$ cat config.mk
export PLATFORM = sky130hd
export DESIGN_NAME = humidity_temp_i2c_command_slave
export DESIGN_NICKNAME = d
export VERILOG_FILES = /design/src/hw/sensor_pkg.sv /design/src/hw/link_events_if.sv /design/src/hw/conversion_timer.sv /design/src/hw/humidity_temp_i2c_command_slave.sv /design/src/hw/line_sampler.sv
export VERILOG_INCLUDE_DIRS = /design/src /design/src/hw
export SDC_FILE = /design/constraint.sdc
export NUM_CORES = 1
export LEC_CHECK = 0
export ABC_AREA = 1
export BUFFER_PORTS_ARGS = -buffer_cell sky130_fd_sc_hd__buf_2
export CAP_MARGIN = 20
export CORE_AREA = 2 2 123 125
export DETAILED_ROUTE_END_ITERATION = 10
export DIE_AREA = 0 0 125 127
export SLEW_MARGIN = 20
export SYNTH_ARGS = -nofsm -noshare
export SYNTH_HDL_FRONTEND = slang
export SYNTH_SLANG_ARGS = --single-unit
$ cat constraint.sdc
create_clock -name i_core_clk -period 2.3 [get_ports i_core_clk]
set_input_delay 0.345 -clock i_core_clk [delete_from_list [all_inputs] [get_ports i_core_clk]]
set_output_delay 0.345 -clock i_core_clk [all_outputs]
set_load 0.1 [all_outputs]
$ cat src/hw/sensor_consts.svh
// Purpose: Constants of the humidity and temperature command slave
// Assumes: 25 MHz core clock
// Notes:   Times in ms as printed, counts derived where used
`ifndef SENSOR_CONSTS_SVH
`define SENSOR_CONSTS_SVH

`define I2C_ADDR 7'h40
`define CMD_T_HOLD 8'hE3
`define CMD_RH_HOLD 8'hE5
`define CMD_T_POLL 8'hF3
`define CMD_RH_POLL 8'hF5
`define CMD_WR_CFG 8'hE6
`define CMD_RD_CFG 8'hE7
`define CMD_SOFT_RST 8'hFE

`define CFG_RESET 8'h02
`define CFG_RES_HI 7
`define CFG_LOW_SUPPLY 6
`define CFG_HEATER 2
`define CFG_NO_RELOAD 1
`define CFG_RES_LO 0

`define CRC_POLY 8'h31
`define CRC_INIT 8'h00

`define CLK_PERIOD_NS 40
`define MS_NS 1000000
`define CYCLES_PER_MS (`MS_NS / `CLK_PERIOD_NS)
`define STARTUP_MS 15
`define SOFT_RESET_MS 15
`define T14_MS 85
`define T13_MS 43
`define T12_MS 22
`define T11_MS 11
`define H12_MS 29
`define H11_MS 15
`define H10_MS 9
`define H8_MS 4

`endif

$ cat src/hw/sensor_pkg.sv
// Purpose: Types shared by the command slave
// Assumes: Nothing
// Notes:   Constants live in sensor_consts.svh
`default_nettype none
package sensor_pkg;
  typedef enum logic [2:0] {ST_IDLE, ST_RX, ST_ACK, ST_TX, ST_HACK, ST_STRETCH} state_t;
  typedef enum logic [1:0] {P_ADDR, P_CMD, P_WDATA, P_DONE} purpose_t;
  typedef enum logic [1:0] {SRC_NONE, SRC_REG, SRC_MEAS} rd_src_t;
endpackage
`default_nettype wire

$ cat src/hw/link_events_if.sv
// Purpose: Sampled bus levels and events passed to the command logic
// Assumes: All signals on the core clock
// Notes:   Events are one-cycle pulses
`timescale 1ns/1ps
`default_nettype none
interface link_events_if;
  logic scl;
  logic sda;
  logic scl_rise;
  logic scl_fall;
  logic start;
  logic stop;
  modport drv (output scl, output sda, output scl_rise, output scl_fall, output start,
    output stop);
  modport mon (input scl, input sda, input scl_rise, input scl_fall, input start, input stop);
endinterface
`default_nettype wire

$ cat src/hw/conversion_timer.sv
// Purpose: Millisecond timer for start-up, soft reset and conversions
// Assumes: CYCLES_PER_MS below 65536
// Notes:   Busy for the start-up time straight out of reset
`timescale 1ns/1ps
`default_nettype none
`include "sensor_consts.svh"
module conversion_timer #(
  parameter int CYCLES_PER_MS = `CYCLES_PER_MS
) (
  input wire logic i_core_clk,
  input wire logic i_rst,
  input wire logic i_start,
  input wire logic [6:0] i_ticks,
  output logic o_busy,
  output logic o_done
);
  logic [15:0] div_ff;
  logic [6:0] left_ff;
  logic busy_ff;
  logic [15:0] nxt_div;
  logic [6:0] nxt_left;
  logic nxt_busy;
  logic ms_tick;

  ////////////////////////////////////////////////////////////////////////////
  // Divider restarts with each start so the wait is whole milliseconds
  always_comb
  begin
    ms_tick = (div_ff == 16'(CYCLES_PER_MS - 1));
    nxt_div = ms_tick ? 16'h0000 : div_ff + 16'h0001;
    nxt_left = left_ff;
    nxt_busy = busy_ff;
    o_done = 1'b0;
    if (i_start)
    begin
      nxt_div = 16'h0000;
      nxt_left = i_ticks;
      nxt_busy = 1'b1;
    end
    else if (busy_ff && ms_tick)
    begin
      nxt_left = left_ff - 7'h01;
      if (left_ff == 7'h01)
      begin
        nxt_busy = 1'b0;
        o_done = 1'b1;
      end
    end
  end

  always_ff @(posedge i_core_clk)
  begin
    if (i_rst)
    begin
      div_ff <= 16'h0000;
      left_ff <= 7'(`STARTUP_MS);
      busy_ff <= 1'b1;
    end
    else
    begin
      div_ff <= nxt_div;
      left_ff <= nxt_left;
      busy_ff <= nxt_busy;
    end
  end

  assign o_busy = busy_ff;
endmodule // conversion_timer
`default_nettype wire

$ cat src/hw/humidity_temp_i2c_command_slave.sv
// Purpose: Two-wire command slave of a humidity and temperature sensor
// Assumes: Host keeps SCL low and high for several core clocks each
// Notes:   Conversion value comes from the analog front end on i_conv_result
`timescale 1ns/1ps
`default_nettype none
`include "sensor_consts.svh"
module humidity_temp_i2c_command_slave #(
  parameter int CYCLES_PER_MS = `CYCLES_PER_MS
) (
  input wire logic i_core_clk,
  input wire logic i_rst,
  input wire logic i_scl,
  output logic o_scl_out,
  output logic o_scl_oe,
  input wire logic i_sda,
  output logic o_sda_out,
  output logic o_sda_oe,
  input wire logic i_low_supply,
  input wire logic [13:0] i_conv_result,
  output logic o_conv_busy,
  output logic o_conv_humidity,
  output logic o_heater_en
);
  link_events_if lnk();

  sensor_pkg::state_t state_ff;
  sensor_pkg::state_t nxt_state;
  sensor_pkg::purpose_t purpose_ff;
  sensor_pkg::purpose_t nxt_purpose;
  sensor_pkg::rd_src_t rd_src_ff;
  sensor_pkg::rd_src_t nxt_rd_src;
  logic [3:0] bitcnt_ff;
  logic [3:0] nxt_bitcnt;
  logic [7:0] shift_ff;
  logic [7:0] nxt_shift;
  logic [1:0] byte_idx_ff;
  logic [1:0] nxt_byte_idx;
  logic is_read_ff;
  logic nxt_is_read;
  logic meas_run_ff;
  logic nxt_meas_run;
  logic meas_hold_ff;
  logic nxt_meas_hold;
  logic meas_humid_ff;
  logic nxt_meas_humid;
  logic [7:0] cfg_ff;
  logic [7:0] nxt_cfg;
  logic [15:0] result_ff;
  logic [15:0] nxt_result;
  logic [7:0] crc_ff;
  logic [7:0] nxt_crc;
  logic sda_oe_ff;
  logic nxt_sda_oe;
  logic scl_oe_ff;
  logic nxt_scl_oe;
  logic [1:0] low_sync_ff;
  logic ack;
  logic addr_hit;
  logic tmr_start;
  logic [6:0] tmr_ticks;
  logic tmr_busy;
  logic tmr_done;

  ////////////////////////////////////////////////////////////////////////////
  function automatic logic [7:0] crc8(input logic [7:0] c, input logic [7:0] d);
    logic [7:0] r;
    logic fb;
    r = c;
    for (int i = 7; i >= 0; i--)
    begin
      fb = r[7] ^ d[i];
      r = {r[6:0], 1'b0} ^ (fb ? `CRC_POLY : 8'h00);
    end
    return r;
  endfunction

  function automatic logic [6:0] meas_ticks(input logic [1:0] res, input logic humid);
    logic [6:0] t;
    case (res)
      2'h0: t = humid ? 7'(`H12_MS) : 7'(`T14_MS);
      2'h1: t = humid ? 7'(`H8_MS) : 7'(`T12_MS);
      2'h2: t = humid ? 7'(`H10_MS) : 7'(`T13_MS);
      default: t = humid ? 7'(`H11_MS) : 7'(`T11_MS);
    endcase
    return t;
  endfunction

  // Defaults with the heater left as it stands
  function automatic logic [7:0] cfg_default(input logic [7:0] cur);
    logic [7:0] r;
    r = `CFG_RESET;
    r[`CFG_HEATER] = cur[`CFG_HEATER];
    return r;
  endfunction

  function automatic logic [7:0] tx_byte(input sensor_pkg::rd_src_t src, input logic [1:0] idx,
    input logic [15:0] res, input logic [7:0] crc, input logic [7:0] cfg);
    logic [7:0] b;
    if (src == sensor_pkg::SRC_REG)
      b = cfg;
    else if (idx == 2'h0)
      b = res[15:8];
    else if (idx == 2'h1)
      b = res[7:0];
    else
      b = crc;
    return b;
  endfunction

  ////////////////////////////////////////////////////////////////////////////
  line_sampler u_line (
    .i_core_clk(i_core_clk),
    .i_rst(i_rst),
    .i_scl(i_scl),
    .i_sda(i_sda),
    .lnk(lnk.drv)
  );

  conversion_timer #(
    .CYCLES_PER_MS(CYCLES_PER_MS)
  ) u_timer (
    .i_core_clk(i_core_clk),
    .i_rst(i_rst),
    .i_start(tmr_start),
    .i_ticks(tmr_ticks),
    .o_busy(tmr_busy),
    .o_done(tmr_done)
  );

  ////////////////////////////////////////////////////////////////////////////
  always_comb
  begin
    nxt_state = state_ff;
    nxt_purpose = purpose_ff;
    nxt_rd_src = rd_src_ff;
    nxt_bitcnt = bitcnt_ff;
    nxt_shift = shift_ff;
    nxt_byte_idx = byte_idx_ff;
    nxt_is_read = is_read_ff;
    nxt_meas_run = meas_run_ff;
    nxt_meas_hold = meas_hold_ff;
    nxt_meas_humid = meas_humid_ff;
    nxt_cfg = cfg_ff;
    nxt_result = result_ff;
    nxt_crc = crc_ff;
    tmr_start = 1'b0;
    tmr_ticks = 7'h00;
    ack = 1'b0;
    // Start-up or soft reset still running keeps the slave deaf
    addr_hit = (shift_ff[7:1] == `I2C_ADDR) && !(tmr_busy && !meas_run_ff);
    if (tmr_done && meas_run_ff)
    begin
      nxt_meas_run = 1'b0;
      nxt_result = {i_conv_result, meas_humid_ff, 1'b0};
      nxt_crc = crc8(crc8(`CRC_INIT, nxt_result[15:8]), nxt_result[7:0]);
      nxt_cfg[`CFG_LOW_SUPPLY] = low_sync_ff[1];
    end
    if (lnk.stop)
      nxt_state = sensor_pkg::ST_IDLE;
    else if (lnk.start)
    begin
      nxt_state = sensor_pkg::ST_RX;
      nxt_purpose = sensor_pkg::P_ADDR;
      nxt_bitcnt = 4'h0;
    end
    else
    begin
      case (state_ff)
        sensor_pkg::ST_RX:
        begin
          if (lnk.scl_rise && bitcnt_ff != 4'h8)
          begin
            nxt_shift = {shift_ff[6:0], lnk.sda};
            nxt_bitcnt = bitcnt_ff + 4'h1;
          end
          else if (lnk.scl_fall && bitcnt_ff == 4'h8)
          begin
            case (purpose_ff)
              sensor_pkg::P_ADDR:
              begin
                nxt_is_read = shift_ff[0];
                if (addr_hit && !shift_ff[0])
                  ack = 1'b1;
                else if (addr_hit && rd_src_ff == sensor_pkg::SRC_REG)
                  ack = 1'b1;
                else if (addr_hit && rd_src_ff == sensor_pkg::SRC_MEAS)
                  ack = !meas_run_ff || meas_hold_ff;
              end
              sensor_pkg::P_CMD:
              begin
                case (shift_ff)
                  `CMD_T_HOLD, `CMD_RH_HOLD, `CMD_T_POLL, `CMD_RH_POLL:
                  begin
                    ack = 1'b1;
                    nxt_meas_humid = shift_ff[2];
                    nxt_meas_hold = !shift_ff[4];
                    if (!cfg_ff[`CFG_NO_RELOAD])
                      nxt_cfg = cfg_default(cfg_ff);
                    tmr_start = 1'b1;
                    tmr_ticks = meas_ticks({nxt_cfg[`CFG_RES_HI], nxt_cfg[`CFG_RES_LO]},
                      shift_ff[2]);
                    nxt_meas_run = 1'b1;
                    nxt_rd_src = sensor_pkg::SRC_MEAS;
                  end
                  `CMD_WR_CFG:
                  begin
                    ack = 1'b1;
                    nxt_purpose = sensor_pkg::P_WDATA;
                  end
                  `CMD_RD_CFG:
                  begin
                    ack = 1'b1;
                    nxt_rd_src = sensor_pkg::SRC_REG;
                  end
                  `CMD_SOFT_RST:
                  begin
                    ack = 1'b1;
                    nxt_cfg = cfg_default(cfg_ff);
                    tmr_start = 1'b1;
                    tmr_ticks = 7'(`SOFT_RESET_MS - 1);
                    nxt_meas_run = 1'b0;
                    nxt_rd_src = sensor_pkg::SRC_NONE;
                  end
                  default: ack = 1'b0;
                endcase
              end
              sensor_pkg::P_WDATA:
              begin
                ack = 1'b1;
                // Low-supply flag cannot be written; reserved bits take what host sends
                // Flag taken from nxt_cfg so a capture in this cycle is not lost
                nxt_cfg = {shift_ff[7], nxt_cfg[`CFG_LOW_SUPPLY], shift_ff[5:0]};
                nxt_purpose = sensor_pkg::P_DONE;
              end
              default: ack = 1'b0;
            endcase
            nxt_state = ack ? sensor_pkg::ST_ACK : sensor_pkg::ST_IDLE;
          end
        end
        sensor_pkg::ST_ACK:
        begin
          if (lnk.scl_fall)
          begin
            nxt_bitcnt = 4'h0;
            nxt_byte_idx = 2'h0;
            if (purpose_ff == sensor_pkg::P_ADDR && is_read_ff)
            begin
              if (meas_run_ff && rd_src_ff == sensor_pkg::SRC_MEAS)
                nxt_state = sensor_pkg::ST_STRETCH;
              else
              begin
                nxt_state = sensor_pkg::ST_TX;
                nxt_shift = tx_byte(rd_src_ff, 2'h0, result_ff, crc_ff, cfg_ff);
              end
            end
            else if (purpose_ff == sensor_pkg::P_ADDR)
            begin
              nxt_state = sensor_pkg::ST_RX;
              nxt_purpose = sensor_pkg::P_CMD;
            end
            else if (purpose_ff == sensor_pkg::P_WDATA)
              nxt_state = sensor_pkg::ST_RX;
            else
              nxt_state = sensor_pkg::ST_IDLE;
          end
        end
        sensor_pkg::ST_STRETCH:
        begin
          // Clock held low until the result is captured
          if (!meas_run_ff)
          begin
            nxt_state = sensor_pkg::ST_TX;
            nxt_shift = tx_byte(rd_src_ff, 2'h0, result_ff, crc_ff, cfg_ff);
          end
        end
        sensor_pkg::ST_TX:
        begin
          if (lnk.scl_fall && bitcnt_ff == 4'h7)
          begin
            nxt_state = sensor_pkg::ST_HACK;
            nxt_bitcnt = 4'h0;
          end
          else if (lnk.scl_fall)
          begin
            nxt_shift = {shift_ff[6:0], 1'b0};
            nxt_bitcnt = bitcnt_ff + 4'h1;
          end
        end
        sensor_pkg::ST_HACK:
        begin
          if (lnk.scl_rise && lnk.sda)
            nxt_state = sensor_pkg::ST_IDLE;
          else if (lnk.scl_rise)
            nxt_bitcnt = 4'h1;
          else if (lnk.scl_fall && bitcnt_ff == 4'h1)
          begin
            nxt_bitcnt = 4'h0;
            if (rd_src_ff == sensor_pkg::SRC_MEAS && byte_idx_ff != 2'h2)
            begin
              nxt_byte_idx = byte_idx_ff + 2'h1;
              nxt_state = sensor_pkg::ST_TX;
              nxt_shift = tx_byte(rd_src_ff, nxt_byte_idx, result_ff, crc_ff, cfg_ff);
            end
            else
              nxt_state = sensor_pkg::ST_IDLE;
          end
        end
        default: nxt_state = sensor_pkg::ST_IDLE;
      endcase
    end
    nxt_sda_oe = (nxt_state == sensor_pkg::ST_ACK) ||
      (nxt_state == sensor_pkg::ST_TX && !nxt_shift[7]);
    nxt_scl_oe = (nxt_state == sensor_pkg::ST_STRETCH);
  end

  always_ff @(posedge i_core_clk)
  begin
    if (i_rst)
    begin
      state_ff <= sensor_pkg::ST_IDLE;
      purpose_ff <= sensor_pkg::P_ADDR;
      rd_src_ff <= sensor_pkg::SRC_NONE;
      bitcnt_ff <= 4'h0;
      shift_ff <= 8'h00;
      byte_idx_ff <= 2'h0;
      is_read_ff <= 1'b0;
      meas_run_ff <= 1'b0;
      meas_hold_ff <= 1'b0;
      meas_humid_ff <= 1'b0;
      cfg_ff <= `CFG_RESET;
      result_ff <= 16'h0000;
      crc_ff <= 8'h00;
      sda_oe_ff <= 1'b0;
      scl_oe_ff <= 1'b0;
      low_sync_ff <= 2'h0;
    end
    else
    begin
      state_ff <= nxt_state;
      purpose_ff <= nxt_purpose;
      rd_src_ff <= nxt_rd_src;
      bitcnt_ff <= nxt_bitcnt;
      shift_ff <= nxt_shift;
      byte_idx_ff <= nxt_byte_idx;
      is_read_ff <= nxt_is_read;
      meas_run_ff <= nxt_meas_run;
      meas_hold_ff <= nxt_meas_hold;
      meas_humid_ff <= nxt_meas_humid;
      cfg_ff <= nxt_cfg;
      result_ff <= nxt_result;
      crc_ff <= nxt_crc;
      sda_oe_ff <= nxt_sda_oe;
      scl_oe_ff <= nxt_scl_oe;
      low_sync_ff <= {low_sync_ff[0], i_low_supply};
    end
  end

  ////////////////////////////////////////////////////////////////////////////
  // Open-drain pins: only ever pull low
  assign o_sda_out = 1'b0;
  assign o_scl_out = 1'b0;
  assign o_sda_oe = sda_oe_ff;
  assign o_scl_oe = scl_oe_ff;
  assign o_conv_busy = meas_run_ff;
  assign o_conv_humidity = meas_humid_ff;
  assign o_heater_en = cfg_ff[`CFG_HEATER];
endmodule // humidity_temp_i2c_command_slave
`default_nettype wire

$ cat src/hw/line_sampler.sv
// Purpose: Synchronise SCL and SDA and find edges, start and stop
// Assumes: Core clock much faster than SCL
// Notes:   First flop of each chain feeds only the second
`timescale 1ns/1ps
`default_nettype none
module line_sampler (
  input wire logic i_core_clk,
  input wire logic i_rst,
  input wire logic i_scl,
  input wire logic i_sda,
  link_events_if.drv lnk
);
  logic [1:0] scl_sync_ff;
  logic [1:0] sda_sync_ff;
  logic scl_prev_ff;
  logic sda_prev_ff;
  logic [1:0] nxt_scl_sync;
  logic [1:0] nxt_sda_sync;

  ////////////////////////////////////////////////////////////////////////////
  always_comb
  begin
    nxt_scl_sync = {scl_sync_ff[0], i_scl};
    nxt_sda_sync = {sda_sync_ff[0], i_sda};
  end

  always_ff @(posedge i_core_clk)
  begin
    if (i_rst)
    begin
      scl_sync_ff <= 2'h3;
      sda_sync_ff <= 2'h3;
      scl_prev_ff <= 1'b1;
      sda_prev_ff <= 1'b1;
    end
    else
    begin
      scl_sync_ff <= nxt_scl_sync;
      sda_sync_ff <= nxt_sda_sync;
      scl_prev_ff <= scl_sync_ff[1];
      sda_prev_ff <= sda_sync_ff[1];
    end
  end

  ////////////////////////////////////////////////////////////////////////////
  // SDA moving while SCL stays high marks start or stop
  assign lnk.scl = scl_sync_ff[1];
  assign lnk.sda = sda_sync_ff[1];
  assign lnk.scl_rise = scl_sync_ff[1] && !scl_prev_ff;
  assign lnk.scl_fall = !scl_sync_ff[1] && scl_prev_ff;
  assign lnk.start = scl_sync_ff[1] && scl_prev_ff && sda_prev_ff && !sda_sync_ff[1];
  assign lnk.stop = scl_sync_ff[1] && scl_prev_ff && !sda_prev_ff && sda_sync_ff[1];
endmodule // line_sampler
`default_nettype wire

# Yosys cells after proc, flatten, opt, wreduce, memory -nomap -nowiden
# Index checks and enable logic that the tools add are counted.
[totals]
regBits = 90
in_bits = 19
[classes]
n_addsub = 4
n_eq_ne = 57
mux = 134
n_bitwise = 32
reduce_logical = 60
[ops]
columns = ["op", "n"]
rows = [
  ["8-bit 2-to-1 mux", 25],
  ["8-bit by 6-bit XOR with 8-bit output", 14],
  ["6-bit 2-to-1 mux", 17],
  ["7-bit 2-to-1 mux", 14],
  ["8-bit == test (second input constant)", 7],
  ["8-bit one-hot mux with 5 select lines", 1],
  ["3-bit 2-to-1 mux", 13],
  ["4-bit 2-to-1 mux", 8],
  ["8-bit one-hot mux with 2 select lines", 2],
  ["1-bit 2-to-1 mux", 29],
  ["2-bit 2-to-1 mux", 14],
  ["2-bit inequality test (second input constant)", 14],
  ["7-bit AND reduction", 4],
  ["3-bit inequality test (second input constant)", 8],
  ["1-bit logical AND", 23],
  ["7-bit one-hot mux with 3 select lines", 1],
  ["9-bit AND reduction", 2],
  ["16-bit by 1-bit adder with 16-bit output (second input constant)", 1],
  ["16-bit by 15-bit == test with 1-bit output (second input constant)", 1],
  ["4-bit inequality test (second input constant)", 4],
  ["4-bit one-hot mux with 4 select lines", 1],
  ["8-bit AND reduction", 2],
  ["3-bit one-hot mux with 5 select lines", 1],
  ["7-bit one-hot mux with 2 select lines", 1],
  ["other kinds (39)", 80],
]

# Logic depth before layout (Yosys ltp)
# Gate-level depths: netlist of the first run.
[logic_depth]
ltp_word = 42
depth_mapped = 18
depth_no_buf = 17

# By module
# From an unflattened synthesis of the first run, not the netlist that was laid out.
[hier_totals]
hier_cells = 890
hier_area_um2 = 5771.8
[by_module_without_submodules]
columns = ["mod", "n_inst", "cells_each", "area_per_inst_um2", "seq_area_each_um2"]
rows = [
  ["humidity_temp_i2c_command_slave", 1, 647, 4108.9, 1201.2],
  ["conversion_timer", 1, 219, 1465.2, 480.5],
  ["line_sampler", 1, 24, 197.7, 120.1],
]

# Least setup slack after synthesis of the first run
# Ideal clock, no wire load.
[synth_path]
kind = "reg-to-reg"
from = "register meas_run_ff (netlist: o_conv_busy)"
to = "register shift_ff[6]"
setup_ns = 0.119
arrival_time_ns = 1.994
required_ns = 2.181
setup_slack_ns = 0.186
stages_incl_launch_ff = 9
n_path_buf = 1
synth_period_minus_slack_ns = 2.114
cell_sequence = "dfxtp_1 nand3_1 nand2_1 o22ai_1 buf_2 o21ai_0 a21oi_1 o21ai_0 a21oi_1"
[synth_via]
elab_chain_len = 3
[synth_lines]
columns = ["item", "line_no", "rtl"]
rows = [
  ["from (decl)", "humidity_temp_i2c_command_slave.sv:40", "logic meas_run_ff;"],
  ["from (signal assigned)", "humidity_temp_i2c_command_slave.sv:346", "meas_run_ff <= nxt_meas_run;"],
  ["1-bit logical AND", "humidity_temp_i2c_command_slave.sv:248", "if (meas_run_ff && rd_src_ff == sensor_pkg::SRC_MEAS)"],
  ["2-bit inequality test (no source line)", "-", ""],
  ["14-bit AND reduction (no source line) *", "-", ""],
  ["to (signal assigned)", "humidity_temp_i2c_command_slave.sv:343", "shift_ff <= nxt_shift;"],
  ["to (decl)", "humidity_temp_i2c_command_slave.sv:34", "logic [7:0] shift_ff;"],
]
# Mark *: on every way between the ends. The rest lies on a longest branch, timed or not.
# A chain may end at the register's enable or synchronous reset.

# Worst setup path in the final report of the first run
[layout_path]
from = "register shift_ff[5]"
to = "register crc_ff[4]"
[layout_via]
elab_chain_len = 11
[layout_lines]
columns = ["item", "line_no", "rtl"]
rows = [
  ["8-bit == test", "humidity_temp_i2c_command_slave.sv:191", "case (shift_ff)"],
  ["5-bit OR reduction (no source line) *", "-", ""],
  ["1-bit 2-to-1 mux *", "humidity_temp_i2c_command_slave.sv:191", ""],
  ["1-bit 2-to-1 mux *", "humidity_temp_i2c_command_slave.sv:178", "case (purpose_ff)"],
  ["1-bit 2-to-1 mux *", "humidity_temp_i2c_command_slave.sv:176", "else if (lnk.scl_fall && bitcnt_ff == 4'h8)"],
  ["1-bit 2-to-1 mux *", "humidity_temp_i2c_command_slave.sv:171", "if (lnk.scl_rise && bitcnt_ff != 4'h8)"],
  ["1-bit 2-to-1 mux *", "humidity_temp_i2c_command_slave.sv:168", "case (state_ff)"],
  ["1-bit 2-to-1 mux *", "humidity_temp_i2c_command_slave.sv:160", "else if (lnk.start)"],
  ["1-bit 2-to-1 mux *", "humidity_temp_i2c_command_slave.sv:158", "if (lnk.stop)"],
  ["1-bit 2-to-1 mux *", "conversion_timer.sv:34", "if (i_start)"],
  ["1-bit logical AND *", "humidity_temp_i2c_command_slave.sv:151", "if (tmr_done && meas_run_ff)"],
  ["to (signal assigned)", "humidity_temp_i2c_command_slave.sv:351", "crc_ff <= nxt_crc;"],
  ["to (decl)", "humidity_temp_i2c_command_slave.sv:50", "logic [7:0] crc_ff;"],
]
# Marks and branches as above.

==> results.tsv, run 1 <==
stage	metric	value	unit
run_status	status	completed	
die	ios	26	
clocking	numCtsBuffers	9	
die	die_h	127	microns
cells_and_area	drive_gt1_share	15.4	%
pwr	power.static_leakage	0.00288	uW
die	die-area	0.0159	sq mm
cells_and_area	areaGrowthSynthToFinish	13.0	%
placed_design	dp_hpwl	11600	microns
worst_setup_path	r2r_cells	13	
detailed_routing	drt_iter0_markers	400	
clocking	ctsResizeCount	0	
detailed_routing	vias	5722	
clocking	cts_tree	built	
synthesis	ys_seq_elements	90	
worst_setup_path	path_max_fanout	13	
synthesis	synth_xor_xnor_area_share	2.22	%
sta	rsz0062_at_grt	false	
die	rows	44	
sta	clock_skew	0.00647	ns
global_route	grt_pass1_wl	25700	microns
sta	fin_crit_sh	90.4	%
pwr	power_density	551	mW/mm^2
detailed_routing	vias_per_cell	5.23	
pwr	vdd.ir_drop.worst	0.000337	V
clocking	cts_buffer_depth	2	
detailed_routing	wirelength	15300	microns
die	core_area	0.0144	sq mm
detailed_routing	dr.pass1.iters	5	
cells_and_area	seq_area	0.00180	sq mm
detailed_routing	wl_per_cell	14.0	microns
cells_and_area	fillers	1518	
global_route	grt_usage	19.5	%
sta	relSlewSlack	65.2	%
global_route	antenna_found_initial	0	
sta	tns	0	ns
synthesis	synthSimpleGateAreaFrac	34.0	%
cells_and_area	multiInputGateArea	0.00333	sq mm
sta	fmax	0.481	GHz
clocking	clk_latency	0.35	ns
die	die_x	125	microns
synthesis	synth.area.mux_share	0	%
global_route	overflow	0	
sta	hold_violations	0	
sta	timing.hold.ws	0.173	ns
placed_design	globalplace.congestion	0.948	
clocking	htree_levels	3	
synthesis	synth_fa_ha_area_share	2.83	%
synthesis	async_flop_share	0	%
worst_setup_path	arrival	2.33	ns
cells_and_area	antennaDiodeCount	0	
min_path	hp-class	in -> reg	
synthesis	synthCells	861	
cells_and_area	fin_util	45.0	%
clocking	cts_root_buf	clkbuf_16	
placed_design	port_buffers	23	
cells_and_area	final_cell_mix	nand2_1 (203), inv_1 (104), dfxtp_1 (90), a21oi_1 (74), nand3_1 (69)	
synthesis	synth_top_family_by_area	simple AND/OR/NAND/NOR gates	
synthesis	syn-cell-area	0.00574	sq mm
die	initial_core_util	39.8	%
clocking	clock_sinks	90	
synthesis	synth_warnings	0	
min_path	hold_depth	2	
worst_setup_path	worstSetupEndpointType	flop	
clocking	clk_pin_slew	0.06	ns
detailed_routing	drc	0	
global_route	grt_max_degree	41	
sta	setup_viol	0	
sta	report.final.slew_viol_count	0	
worst_setup_path	crit_path_start_kind	flop	
synthesis	synth-edff-count	0	
global_route	grt_pass1_vias	5361	
placed_design	pre_cts_ws	0.193	ns
flow_run	maxCapViolCount	0	
worst_setup_path	cp.required	2.55	ns
worst_setup_path	critPathKind	reg -> reg	
detailed_routing	antenna_left	0	
sta	timing.final.crit_period	2.08	ns
cells_and_area	final_common_cell	nand2_1	
cells_and_area	fin_nets	937	
sta	worst_pin_slew	0.522	ns
sta	setup_slack	0.220	ns
synthesis	synth_compound_area_share	18.8	%
synthesis	yosysSeqAreaShare	31.4	%
synthesis	synth.distinct_cells	53	
synthesis	avgSynthCellArea	6.66	sq um
synthesis	synth_ff_type	dfxtp_1	
worst paths after layout:
check	start	to	slack, ns
worst max-delay path	shift_ff[5]	crc_ff[4]	0.22
worst min-delay path	i_scl	u_line.scl_sync_ff[0]	0.17
worst max register to register	shift_ff[5]	crc_ff[4]	0.22
worst min register to register	low_sync_ff[0]	low_sync_ff[1]	0.40
cell families (layout without fill, tap and decap cells):
| logic type | count (synthesis) | in the layout |
|---|---|---|
| AND/OR/NAND/NOR | 409 | 409 |
| adder cells (fa/ha/maj) | 13 | 13 |
| XOR/XNOR | 13 | 13 |
| buffers and inverters | 148 | 196 |
| flip-flops | 90 | 90 |
| other | 1 | 2 |
| AO/OA/AOI/OAI | 187 | 187 |
where the power goes:
part	leakage (uW)	switching, uW	internal (uW)	total (uW)
registers	0.000728	16.3	1580	1590
clock network	0.000146	656	878	1530
logic	0.00201	303	144	447
repair_timing:
action / in CTS / in global routing
setup endpoints to repair: 0 / 2
hold buffers: 0 / 0
buffers inserted: 0 / 7
routing by layer:
layer  share of wire, %  vias to the layer above  track usage, %  wire (microns)
li1                   -                     2950               -               -
met1                 49                     2593            26.8            7490
met2                 44                      150            31.6            6790
met3                4.7                       29            3.02             715
met4                1.9                        0            6.01             284
met5                  0                        -               0               0
cell type report:
class,instances,area share [%]
Clock buffer,11,3.74
Clock inverter,5,0.984
Inverter,128,7.52
Multi-Input combinational cell,624,51.3
Sequential cell,90,27.8
Tap cell,184,3.55
Timing Repair Buffer,52,5.13
registers in the layout (all words and copies together) (netlist names), 2 cells and up:
signal,count
low_sync_ff,2
u_timer.left_ff,7
bitcnt_ff,4
state_ff,3
rd_src_ff,2
result_ff,15
shift_ff,8
cfg_ff,8
u_line.sda_sync_ff,2
byte_idx_ff,2
crc_ff,8
u_line.scl_sync_ff,2
u_timer.div_ff,16
purpose_ff,2
worst max-delay path, cell delays in order (launching register included):
cell	delay (ns)
dfxtp_1	0.48
nand2_1	0.11
nor2_1	0.13
nand4_2	0.15
nand2_2	0.14
nand2_4	0.08
nor2_8	0.15
inv_6	0.09
nand3_4	0.10
nor2_8	0.07
buf_4	0.17
buf_4	0.13
o211ai_2	0.12
inv_1	0.05
metrics by stage:
stage / std cells / instance area, sq um / total power (uW)
final: 1094 / 6490 / 3580
after global routing: 1094 / 6490 / 3720
after CTS: 1087 / 6430 / 3600
after detailed placement: 1071 / 6130 / 2070
after global placement: 1071 / 6130 / 2070
after floorplan: 862 / 5740 / 1960
cells in the mapped netlist, types with 6 or more instances:
cell type	instances	area (sq um)
dfxtp_1	90	1800
ha_1	13	163
nand2_1	203	762
nor3_1	17	85.1
clkbuf_1	8	30.0
nor2_1	51	191
o21ai_1	18	90.1
a21oi_1	74	370
nand4_1	14	87.6
nand2_2	14	87.6
o21ai_0	50	250
nor3_2	6	60.1
a211oi_1	8	60.1
inv_1	104	390
o211ai_1	8	60.1
xor2_1	8	70.1
inv_2	21	78.8
nand3_1	69	345
No activity file was read; power rests on OpenSTA's default activity.
==> run 2, diff against run 1 <==
CAP_MARGIN = 10   (was 20)
SETUP_SLACK_MARGIN = 0.5   (was unset)
clock period = 2.14 ns   (was 2.3 ns; I/O delays follow)
==> run 2 against run 1 <==
  * Sequential cell count stayed put
  * Combinational power is 42% higher
  * Largest cell class unchanged
  * Critical path depth is 1 higher
  * Critical endpoint is now crc_ff[1]
==> results.tsv, run 2 (same netlist as run 1, synthesis figures left out) <==
stage	metric	value	unit	change
die	die_h	127	microns	unchanged
sta	clock_skew	0.00608	ns	-0.000390 ns
sta	rsz0062_at_grt	true		
sta	setup_viol	0		unchanged
sta	hold_violations	0		unchanged
worst_setup_path	worstSetupEndpointType	flop		
placed_design	pre_cts_ws	0.0290	ns	-0.164 ns
die	ios	26		unchanged
clocking	clk_pin_slew	0.06	ns	about the same
clocking	htree_levels	3		unchanged
pwr	power_density	496	mW/mm^2	-10%
cells_and_area	fin_nets	998		+6.5%
die	core_area	0.0144	sq mm	unchanged
placed_design	globalplace.congestion	0.908		-4.3%
clocking	numCtsBuffers	9		unchanged
detailed_routing	wirelength	17000	microns	+11%
worst_setup_path	path_max_fanout	7		-6
worst_setup_path	arrival	2.09	ns	-0.24 ns
clocking	ctsHoldBuffers	0		unchanged
die	initial_core_util	39.8	%	unchanged
sta	worst_pin_slew	0.596	ns	+0.0743 ns
clocking	cts_root_buf	clkbuf_16		
worst_setup_path	crit_path_start_kind	flop		
cells_and_area	antennaDiodeCount	0		unchanged
cells_and_area	drive_gt1_share	40.8	%	+25 points
clocking	clk_latency	0.36	ns	about the same
sta	fin_crit_sh	85.6	%	-4.9 points
cells_and_area	final_common_cell	nand2_1		
detailed_routing	vias_per_cell	5.24		+0.27%
detailed_routing	drc	0		unchanged
flow_run	maxCapViolCount	0		unchanged
global_route	overflow	0		unchanged
clocking	cts_buffer_depth	2		unchanged
die	die_x	125	microns	unchanged
worst_setup_path	critPathKind	reg -> reg		
cells_and_area	regMostFlops	u_timer.div_ff		
pwr	power.static_leakage	0.00337	uW	+17%
detailed_routing	antenna_left	0		unchanged
cells_and_area	final_cell_mix	nand2_1 (172), inv_1 (83), buf_4 (63), dfxtp_1 (57), nand3_1 (53)		
detailed_routing	vias	6052		+5.8%
sta	setup_slack	0.309	ns	+0.0891 ns
detailed_routing	wl_per_cell	14.8	microns	+5.6%
min_path	hp-class	in -> reg		
run_status	status	completed		
global_route	grt_pass1_wl	27800	microns	+8.4%
global_route	antenna_found_initial	0		unchanged
sta	tns	0	ns	unchanged
clocking	clock_sinks	90		unchanged
placed_design	dp_hpwl	11700	microns	+1.1%
worst_setup_path	cp.required	2.40	ns	-0.15 ns
clocking	cts_tree	built		
cells_and_area	areaGrowthSynthToFinish	39.9	%	
die	rows	44		unchanged
global_route	grt_max_degree	41		unchanged
pwr	vdd.ir_drop.worst	0.000394	V	+17%
global_route	grt_usage	21.5	%	+2.0 points
die	die-area	0.0159	sq mm	unchanged
sta	relSlewSlack	60.3	%	-5.0 points
sta	report.final.slew_viol_count	0		unchanged
placed_design	port_buffers	23		unchanged
detailed_routing	drt_iter0_markers	374		-6.5%
global_route	grt_pass1_vias	5691		+6.2%
sta	timing.final.crit_period	1.83	ns	-0.249 ns
sta	fmax	0.546	GHz	+14%
detailed_routing	dr.pass1.iters	5		unchanged
cells_and_area	largest_register_ffs	16		unchanged
cells_and_area	reg_top3	u_timer.div_ff (16), result_ff (15)		
[run 2: final cells by class]
class	count	area (sq um)
multi-input combinational	625	4180
inverter	128	514
timing repair buffer	112	938
fill	1379	6390
clock buffer	11	243
clock inverter	4	52.6
sequential	90	1870
tap	184	230
[run 2: timing repair]
item,in CTS,in global routing
buffers inserted,43,21
cloned,2,1
hold endpoints to repair,0,0
endpoints found under the setup margin,77,79
pin swaps,42,26
gates resized for setup,170,90
[run 2: critical path, cell delays in order, from the launching register on]
cell and delay [ns]:
dfxtp_4 0.37, inv_4 0.07, ha_4 0.13, nand3_4 0.07, nor2_4 0.14, buf_6 0.13, nand2_8 0.06, nor2_8 0.14
inv_8 0.06, nand3_4 0.10, nor2_8 0.06, buf_6 0.15, o21a_1 0.16, nand2_1 0.05, inv_1 0.03
[run 2: layer usage]
metal / vias to the layer above / global-route usage (%) / part of all wire [%]
li1: 3073 / - / -
met1: 2803 / 28.5 / 46
met2: 144 / 35.4 / 47
met3: 32 / 3.73 / 3.9
met4: 0 / 8.10 / 2.4
met5: - / 0 / 0
[run 2: final timing paths]
check	from	endpoint	slack, ns	cells past startpoint
worst min-delay path	i_sda	u_line.sda_sync_ff[0]	0.15	2
worst min register to register	u_line.scl_sync_ff[0]	u_line.scl_sync_ff[1]	0.41	1
worst max-delay path	bitcnt_ff[0]	crc_ff[1]	0.31	14
worst max register to register	bitcnt_ff[0]	crc_ff[1]	0.31	14
[run 2: report_power, final]
| part | switching, uW | internal [uW] |
|---|---|---|
| combinational | 394 | 241 |
| clock | 696 | 931 |
| sequential | 26.8 | 1690 |
[run 2: metrics by stage]
step | hold WS, ns | cells | power [uW] | area [sq um] | util (%)
detailed placement | 0.394 | 1072 | 2240 | 6280 | 43.5
global placement | 0.390 | 1072 | 2240 | 6280 | 43.5
global route | 0.149 | 1154 | 4150 | 8030 | 55.7
finish | 0.146 | 1154 | 3980 | 8030 | 55.7
CTS | 0.137 | 1132 | 3950 | 7520 | 52.1
floorplan | 0.388 | 862 | 2120 | 5880 | -
